<file path="src/design/irq_poll_pkg.sv">
// shared constants, masks and state codes for the interrupt poller
package irq_poll_pkg;

    typedef logic [7:0] byte_t;

    // input population
    localparam int INPUT_COUNT = 48;
    localparam int ENABLED_COUNT = 34;
    localparam int RESERVED_COUNT = 14;
    localparam int BYTE_COUNT = 6;
    localparam int SEL_W = 3;
    localparam int BYTE_W = 8;
    localparam int CPU_COUNT = 2;
    localparam int VEC_W = 4;
    localparam logic [SEL_W-1:0] FIRST_SEL = 3'h0;
    localparam logic [SEL_W-1:0] LAST_SEL = 3'h5;
    localparam logic [SEL_W-1:0] SEL_STEP = 3'h1;

    // bit positions of the per-cpu interrupt nibble
    localparam int VEC_ERR = 0;
    localparam int VEC_DEV = 1;
    localparam int VEC_RTC = 2;
    localparam int VEC_IPI = 3;

    // buffer settle time per poll step, least time so rounded up
    localparam int CLK_PERIOD_NS = 10;
    localparam int STEP_TIME_NS = 20;
    localparam int STEP_CYCLES =
        (STEP_TIME_NS + CLK_PERIOD_NS - 1) / CLK_PERIOD_NS;

    // which bit of which polled byte carries which source
    localparam byte_t ENABLE_MASK [BYTE_COUNT] =
        '{8'hFF, 8'hFF, 8'hFF, 8'h0F, 8'h3F, 8'h00};
    localparam byte_t PCI_MASK [BYTE_COUNT] =
        '{8'hFF, 8'hFF, 8'hFF, 8'h0F, 8'h00, 8'h00};
    localparam byte_t PCHIP_ERR_MASK [BYTE_COUNT] =
        '{8'h00, 8'h00, 8'h00, 8'h00, 8'h03, 8'h00};
    localparam byte_t HALT0_MASK [BYTE_COUNT] =
        '{8'h00, 8'h00, 8'h00, 8'h00, 8'h04, 8'h00};
    localparam byte_t HALT1_MASK [BYTE_COUNT] =
        '{8'h00, 8'h00, 8'h00, 8'h00, 8'h08, 8'h00};
    localparam byte_t ISA_MASK [BYTE_COUNT] =
        '{8'h00, 8'h00, 8'h00, 8'h00, 8'h10, 8'h00};
    localparam byte_t RTC_MASK [BYTE_COUNT] =
        '{8'h00, 8'h00, 8'h00, 8'h00, 8'h20, 8'h00};

    // poll sequencer states
    typedef enum logic [2:0] {
        ST_SELECT = 3'b000,
        ST_GRANT = 3'b001,
        ST_MERGE = 3'b010,
        ST_DRIVE = 3'b011,
        ST_STROBE = 3'b100
    } poll_state_e;

    // any enabled source of one class active in a polled byte
    function automatic logic hits(input byte_t mask, input byte_t data,
                                  input byte_t enable);
        hits = |(mask & data & enable);
    endfunction

endpackage

</file>
<file path="src/design/poll_pacer.sv">
// divider that paces each poll step with a one-cycle tick
`timescale 1ns/1ps
`default_nettype none

module poll_pacer
#(
    parameter int STEPS = 2
)
(
    input wire logic core_clk,
    input wire logic rst,
    input wire logic run,
    output logic tick
);

    localparam int CNT_W = (STEPS > 1) ? $clog2(STEPS) : 1;
    localparam logic [CNT_W-1:0] CNT_LAST = CNT_W'(STEPS - 1);
    localparam logic [CNT_W-1:0] CNT_ONE = CNT_W'(1);

    logic [CNT_W-1:0] count;

    ////////////////////////////////////////////////////////////////////////
    // count while running, restart from zero whenever stopped
    always_ff @(posedge core_clk or posedge rst)
    begin
        if (rst)
        begin
            count <= '0;
        end
        else if (!run || count == CNT_LAST)
        begin
            count <= '0;
        end
        else
        begin
            count <= count + CNT_ONE;
        end
    end

    // tick on the last cycle of each step
    always_comb
    begin
        tick = run && (count == CNT_LAST);
    end

endmodule

`default_nettype wire

</file>
<file path="src/design/irq_byte_store.sv">
// small memory holding the latest polled interrupt bytes
`timescale 1ns/1ps
`default_nettype none

module irq_byte_store
#(
    parameter int WIDTH = 8,
    parameter int DEPTH = 6,
    parameter int ADDR_W = 3
)
(
    input wire logic core_clk,
    input wire logic rst,
    input wire logic wrEn,
    input wire logic [ADDR_W-1:0] wrAddr,
    input wire logic [WIDTH-1:0] wrData,
    input wire logic [ADDR_W-1:0] rdAddr,
    output logic [WIDTH-1:0] rdData
);

    logic [WIDTH-1:0] mem [DEPTH];

    ////////////////////////////////////////////////////////////////////////
    // write port
    always_ff @(posedge core_clk)
    begin
        if (wrEn)
        begin
            mem[wrAddr] <= wrData;
        end
    end

    // registered read port, one cycle latency
    always_ff @(posedge core_clk or posedge rst)
    begin
        if (rst)
        begin
            rdData <= '0;
        end
        else
        begin
            rdData <= mem[rdAddr];
        end
    end

endmodule

`default_nettype wire

</file>
<file path="src/design/irq_poller.sv">
// general-purpose bus interrupt poller feeding two processors
//
// What this block does
// - poll forever, pause for other bus requests and at each round end for merge, drive and strobe
// - 48 inputs: 34 enabled, 14 reserved ignored
// - select byte code, assert byte output enable
// - after round drive vector, pulse vector strobe
// - device interrupt buffers selected by byte code
// - combine all pci interrupts, send out on bus
// - merge own and io-controller error interrupts
// - line 0 errors, 2 rtc, 3 ipi, 5 reserved
// - line 1 carries combined pci and isa
// - line 4 halt per cpu, jumper or software
// - nested isa levels arrive via one southbridge output
// - isa level assignment configurable inside southbridge
// - timer interrupt polled directly from square-wave output
// - addresses and data share the bus data lines
`timescale 1ns/1ps
`default_nettype none

module irq_poller
    import irq_poll_pkg::*;
#(
    parameter int STEPS = irq_poll_pkg::STEP_CYCLES
)
(
    input wire logic core_clk,
    input wire logic rst,
    input wire logic busRequest,
    output logic busGrant,
    output logic [irq_poll_pkg::SEL_W-1:0] byteSelect,
    output logic irqByteOutputEnable,
    output logic irqVectorStrobe,
    input wire logic [irq_poll_pkg::BYTE_W-1:0] busDataIn,
    output logic [irq_poll_pkg::BYTE_W-1:0] busDataOut,
    output logic busDataOe,
    input wire logic ctrlErrorIrq,
    input wire logic ioErrorIrq,
    input wire logic [irq_poll_pkg::CPU_COUNT-1:0] interprocessorIrq,
    input wire logic [irq_poll_pkg::CPU_COUNT-1:0] softwareHalt,
    output logic [irq_poll_pkg::CPU_COUNT-1:0] cpuHalt
);
    import irq_poll_pkg::*;

    poll_state_e state;
    poll_state_e next_state;
    logic [SEL_W-1:0] sel;
    logic [SEL_W-1:0] mergeIdx;
    logic [SEL_W-1:0] rdIdx;
    logic rdValid;
    logic mergeDone;
    logic pendingDrive;
    logic stepTick;
    logic [BYTE_W-1:0] rdData;
    logic accErr;
    logic accDev;
    logic accRtc;
    logic [CPU_COUNT-1:0] accHalt;
    logic [BYTE_W-1:0] next_vector;

    ////////////////////////////////////////////////////////////////////////
    // step pacing: full drive time with the enable up, also after reset
    poll_pacer #(
        .STEPS(STEPS)
    ) pacer (
        .core_clk(core_clk),
        .rst(rst),
        .run(state == ST_SELECT && irqByteOutputEnable),
        .tick(stepTick)
    );

    // polled bytes, written at the end of each step, read back to merge
    irq_byte_store #(
        .WIDTH(BYTE_W),
        .DEPTH(BYTE_COUNT),
        .ADDR_W(SEL_W)
    ) store (
        .core_clk(core_clk),
        .rst(rst),
        .wrEn(state == ST_SELECT && stepTick),
        .wrAddr(sel),
        .wrData(busDataIn),
        .rdAddr(mergeIdx),
        .rdData(rdData)
    );

    ////////////////////////////////////////////////////////////////////////
    // sequencer next state
    always_comb
    begin
        next_state = state;
        unique case (state)
            ST_SELECT:
            begin
                if (stepTick)
                begin
                    if (sel == LAST_SEL)
                        next_state = ST_MERGE;
                    else if (busRequest)
                        next_state = ST_GRANT;
                    else
                        next_state = ST_SELECT;
                end
            end
            ST_GRANT:
            begin
                if (!busRequest)
                    next_state = pendingDrive ? ST_DRIVE : ST_SELECT;
            end
            ST_MERGE:
            begin
                if (mergeDone)
                    next_state = busRequest ? ST_GRANT : ST_DRIVE;
            end
            ST_DRIVE:
            begin
                next_state = ST_STROBE;
            end
            ST_STROBE:
            begin
                next_state = ST_SELECT;
            end
            default:
            begin
                next_state = ST_SELECT;
            end
        endcase
    end

    // state register
    always_ff @(posedge core_clk or posedge rst)
    begin
        if (rst)
            state <= ST_SELECT;
        else
            state <= next_state;
    end

    ////////////////////////////////////////////////////////////////////////
    // byte select code: step through six codes, restart after strobe
    always_ff @(posedge core_clk or posedge rst)
    begin
        if (rst)
            sel <= FIRST_SEL;
        else if (state == ST_SELECT && stepTick && sel != LAST_SEL)
            sel <= sel + SEL_STEP;
        else if (state == ST_STROBE)
            sel <= FIRST_SEL;
    end

    // remember whether a grant interrupted the end of a round
    always_ff @(posedge core_clk or posedge rst)
    begin
        if (rst)
            pendingDrive <= 1'b0;
        else if (state == ST_MERGE && mergeDone)
            pendingDrive <= busRequest;
        else if (state == ST_DRIVE)
            pendingDrive <= 1'b0;
    end

    ////////////////////////////////////////////////////////////////////////
    // merge read-back: address, registered data, done flag
    always_ff @(posedge core_clk or posedge rst)
    begin
        if (rst)
        begin
            mergeIdx <= FIRST_SEL;
            rdIdx <= FIRST_SEL;
            rdValid <= 1'b0;
            mergeDone <= 1'b0;
        end
        else if (state == ST_MERGE)
        begin
            rdIdx <= mergeIdx;
            rdValid <= (mergeIdx <= LAST_SEL) && !mergeDone;
            if (mergeIdx <= LAST_SEL)
                mergeIdx <= mergeIdx + SEL_STEP;
            if (rdValid && rdIdx == LAST_SEL)
                mergeDone <= 1'b1;
        end
        else
        begin
            mergeIdx <= FIRST_SEL;
            rdIdx <= FIRST_SEL;
            rdValid <= 1'b0;
            mergeDone <= 1'b0;
        end
    end

    // source accumulators, cleared at round start, reserved bits masked
    always_ff @(posedge core_clk or posedge rst)
    begin
        if (rst)
        begin
            accErr <= 1'b0;
            accDev <= 1'b0;
            accRtc <= 1'b0;
            accHalt <= '0;
        end
        else if (state == ST_STROBE)
        begin
            accErr <= 1'b0;
            accDev <= 1'b0;
            accRtc <= 1'b0;
            accHalt <= '0;
        end
        else if (rdValid)
        begin
            // enable mask drops the reserved positions
            accErr <= accErr | hits(PCHIP_ERR_MASK[rdIdx], rdData,
                                    ENABLE_MASK[rdIdx]);
            accDev <= accDev
                | hits(PCI_MASK[rdIdx], rdData, ENABLE_MASK[rdIdx])
                | hits(ISA_MASK[rdIdx], rdData, ENABLE_MASK[rdIdx]);
            accRtc <= accRtc | hits(RTC_MASK[rdIdx], rdData,
                                    ENABLE_MASK[rdIdx]);
            accHalt[0] <= accHalt[0] | hits(HALT0_MASK[rdIdx], rdData,
                                            ENABLE_MASK[rdIdx]);
            accHalt[1] <= accHalt[1] | hits(HALT1_MASK[rdIdx], rdData,
                                            ENABLE_MASK[rdIdx]);
        end
    end

    ////////////////////////////////////////////////////////////////////////
    // per-cpu interrupt nibbles packed onto the byte
    always_comb
    begin
        next_vector = '0;
        for (int c = 0; c < CPU_COUNT; c++)
        begin
            next_vector[c*VEC_W + VEC_ERR] =
                accErr | ctrlErrorIrq | ioErrorIrq;
            next_vector[c*VEC_W + VEC_DEV] = accDev;
            next_vector[c*VEC_W + VEC_RTC] = accRtc;
            next_vector[c*VEC_W + VEC_IPI] = interprocessorIrq[c];
        end
    end

    ////////////////////////////////////////////////////////////////////////
    // bus outputs decoded from the coming state
    always_ff @(posedge core_clk or posedge rst)
    begin
        if (rst)
        begin
            byteSelect <= FIRST_SEL;
            irqByteOutputEnable <= 1'b0;
            busGrant <= 1'b0;
            irqVectorStrobe <= 1'b0;
            busDataOe <= 1'b0;
        end
        else
        begin
            if (next_state == ST_SELECT)
                byteSelect <= (state == ST_SELECT && stepTick)
                    ? sel + SEL_STEP
                    : ((state == ST_STROBE) ? FIRST_SEL : sel);
            irqByteOutputEnable <= (next_state == ST_SELECT);
            busGrant <= (next_state == ST_GRANT);
            irqVectorStrobe <= (next_state == ST_STROBE);
            busDataOe <= (next_state == ST_DRIVE)
                || (next_state == ST_STROBE);
        end
    end

    // vector data held on the bus through drive and strobe
    always_ff @(posedge core_clk or posedge rst)
    begin
        if (rst)
            busDataOut <= '0;
        else if (next_state == ST_DRIVE && state != ST_DRIVE)
            busDataOut <= next_vector;
    end

    // halt lines, updated with each strobe
    always_ff @(posedge core_clk or posedge rst)
    begin
        if (rst)
            cpuHalt <= '0;
        else if (next_state == ST_STROBE)
            cpuHalt <= accHalt | softwareHalt;
    end

endmodule

`default_nettype wire

</file>
<file path="config.mk">
export PLATFORM = sky130hd
export DESIGN_NAME = irq_poller
export DESIGN_NICKNAME = d
export VERILOG_FILES = /design/src/design/irq_poll_pkg.sv /design/src/design/poll_pacer.sv /design/src/design/irq_byte_store.sv /design/src/design/irq_poller.sv
export SDC_FILE = /design/constraint.sdc
export NUM_CORES = 1
export LEC_CHECK = 0
export BUFFER_PORTS_ARGS = -buffer_cell sky130_fd_sc_hd__buf_2
export CAP_MARGIN = 20
export CORE_MARGIN = 8
export CORE_UTILIZATION = 60
export CTS_BUF_LIST = sky130_fd_sc_hd__clkbuf_4 sky130_fd_sc_hd__clkbuf_8
export DETAILED_ROUTE_END_ITERATION = 8
export GPL_TIMING_DRIVEN = 0
export PLACE_DENSITY = 0.78
export SYNTH_ARGS = -nofsm -noshare
export SYNTH_HDL_FRONTEND = slang
export SYNTH_HIERARCHICAL = 1
export SYNTH_SLANG_ARGS = --single-unit
</file>
<file path="constraint.sdc">
create_clock -name core_clk -period 5.9 [get_ports core_clk]
set_input_delay 0.59 -clock core_clk [delete_from_list [all_inputs] [get_ports core_clk]]
set_output_delay 0.59 -clock core_clk [all_outputs]
set_load 0.1 [all_outputs]
</file>
==> metrics.md <==
| Metric | Value |
|---|---|
| Sink Count | between 90 and 100 |
| Async S/R FF share, synth | 47.25% |
| Area grow syn2layout | 13.99% |
| Final worst-path cycle share | between 40% and 50% |
| Post-route setup TNS | 0 ns |
| Run status | complete, no violations |
| Crit Path Max Fanout | 8 |
| Total track usage | around 16% |
| CP Cell Sequence | nor3_2, and2_1, and2_2, nand2_2, clkinv_4, nand2_1, nor2_1 |
| Clk buf depth | 2 |
| Num rows | 28 |
| RSZ-0062 raised after global routing | false |
| Die Wd | 94.83 µm |
| Register area | 2517 µm² |
| Min-Delay Path Class | in -> async |
| CTS tree | done |
| Syn_area_per_cell | around 14 µm² |
| Syn nets | around 290 |
| Fin. Hold Viols | 0 |
| Critical path launch point type | flop |
| Max_slew headroom | between 40% and 50% |
| Filler cells | between 400 and 500 |
| CTS Hold Buffers Added | 0 |
| Critical path required time | approximately 5.9 ns |
| R2R Path Start | state[0]$_DFF_PP0_ |
| Arrival @ worst endpoint | between 2 and 2.5 ns |
| Post-CTS Setup Bufs | 0 |
| Cell type with the largest total area after synthesis | edfxtp_1 |
| Area of the multi-input gates | 1077 µm² |
| DR WL/cell | around 17 µm |
| 1st-iter DRT viols | between 100 and 150 |
| Sequential fraction of the synthesis area | around two thirds |
| VDD IR max | ~0.44 mV |
| Final min period | 2.428 ns |
| Fmax achieved | roughly 0.41 GHz |
| IO Pins | 34 |
| Slew @ Worst Pin | between 0.8 and 0.9 ns |
| H-tree levels | 3 |
| Core Area | 5956 µm² |
| Initial antenna violation count | 0 |
| Power, Total | 2.290 mW |
| Clk_lat worst skew | 0.36 ns |
| Pwr dens | 538.8 nW/µm² |
| Buffers on Ports | 33 |
| Total leakage power | ~1.7 nW |
| YS warnings | 6 |
| Synth top area share | between 30% and 40% |
| CTS clk-pin slew, worst paths | about 0.090 ns |
| Top cells by count, synth | edfxtp_1, dfrtp_1, mux2i_1 |
| Worst setup path start | state[0]$_DFF_PP0_ |
| Total grt overflow | 0 |
| Worst setup EP type | flop |
| Post-Route Skew | about 0.014 ns |
| # diodes | 0 |
| # DRC | 0 |
| Maximum number of pins on one net before global-route repair | 26 |
| Share of cells above drive strength 1 | between 20% and 30% |
| Crit path max-delay cell type | nor2_1 |
| Final setup viols | 0 |
| Largest stage delay on the critical path | around 0.67 ns |
| Die area | 8993 µm² |
| Vias in the first global route | roughly 2300 |
| Fin nets | 332 |
| Vias | 2207 |
| Post-synth EDFFs | between 40 and 50 |
| Ys flop type | edfxtp_1 |
| Seq cells post-synth | between 90 and 100 |
| Post-CTS Resized | 0 |
| Mapped Cells | around 270 |
| Initial core utilization | 62.61% |
| Vias per cell | 5.630 |
| Die height | between 90 and 100 µm |
| Most frequent cell after synthesis | edfxtp_1 |
| Hold_ws | ~0.09 ns |
| CTS Root Cell | clkbuf_8 |
| DP HPWL | between 4000 and 5000 µm |
| Antenna-violating nets left | 0 |
| Cell variety after synth | 45 |
| First-pass GRT wire length | around 11000 µm |
| R2R depth | 7 |
| Pre-antenna DRT Iters | 4 |
| Placer Congestion | around 0.79 |
| Max-slew violation count | 0 |
| Max cap viols | 0 |
| Class of the most critical setup path | reg -> reg |
| Post-Syn Area | between 3000 and 4000 µm² |
| Final WL | approximately 6600 µm |
| Num CTS Buffers | 9 |
| Synth top area cells | edfxtp_1, dfrtp_1, mux2i_1, mux2_2, nor2_1 |
[worst max-delay path: cells and delay by family, from the launching register on]
family / cells / cell delay (ns)
and+or+nand+nor: 6 / 1.48
buffers and inverters: 1 / 0.10
DFF: 1 / 0.46
[kinds of logic after synthesis]
group / synth area share (%)
AO/OA/AOI/OAI: 8.860
XOR/XNOR: 0.2349
adder cells (fa/ha/maj): 1.007
buffers and inverters: 3.591
flip-flops: 67.52
multiplexers: 9.430
AND/OR/NAND/NOR: 9.363
[placed cells by master (no fill, tap or decap), types with 3 or more instances in the layout]
cell,instances
edfxtp_1,48
dfrtp_1,43
buf_2,34
mux2i_1,25
nor2_1,21
nand2_1,13
inv_1,11
o21ai_0,11
a21oi_1,10
mux2_2,9
clkbuf_8,9
a22o_1,8
nand2b_1,6
and2_1,6
buf_4,5
nor2b_1,4
a21oi_2,4
clkbuf_1,3
nor3_1,3
ha_1,3
[layout make-up]
class	instances	area share, %
Sequential cell	91	59.23
Buffer	10	1.972
Timing Repair Buffer	36	4.828
Tap cell	75	2.208
Clock buffer	9	2.914
Multi-Input combinational cell	152	25.35
Clock inverter	7	2.326
Inverter	12	1.178
[registers in the layout, indices dropped and copies added (netlist names), 2 cells and up]
signal,flops
accHalt,2
busDataOut,5
rdIdx,3
byteSelect,3
store/rdData,8
state,3
mergeIdx,3
cpuHalt,2
sel,3
store/mem,48
[worst paths after layout]
path | end | slack, ns
min in group core_clk | busDataOut[3]$_DFFE_PP0P_ | 0.46
worst min-delay path | pacer/count$_DFF_PP0_ | 0.09
worst max register to register | store/mem[3][3]$_DFFE_PP_ | 3.47
max in group asynchronous | rdIdx[1]$_DFF_PP0_ | 5.17
worst min register to register | cpuHalt[1]$_DFFE_PP0N_ | 0.49
worst max-delay path | store/mem[3][3]$_DFFE_PP_ | 3.47
[through the flow]
stage | std cells | instance area [µm²] | utilization [%] | setup slack (ns)
global route | 392 | 4250 | 71.37 | 3.259
detailed placement | 376 | 4028 | 67.63 | 3.485
floorplan | 265 | 3729 | - | 3.347
finish | 392 | 4250 | 71.37 | 3.472
global placement | 373 | 3988 | 66.95 | 3.116
CTS | 392 | 4250 | 71.37 | 3.459
[report_power, final]
part	leakage [nW]	internal [mW]	switching [mW]	total, mW
clock network	0.110	0.241	0.215	0.456
registers	0.973	0.812	0.0836	0.896
logic	0.646	0.274	0.664	0.939
[routing by layer]
metal | part of all wire (%) | global-route usage, % | up-vias
li1 | - | - | 1047
met5 | 0 | 0 | -
met1 | 41 | 18.47 | 1071
met3 | 7.4 | 5.159 | 16
met4 | 2.8 | 9.233 | 0
met2 | 49 | 27.35 | 73
(Power assumes the default switching activity.)
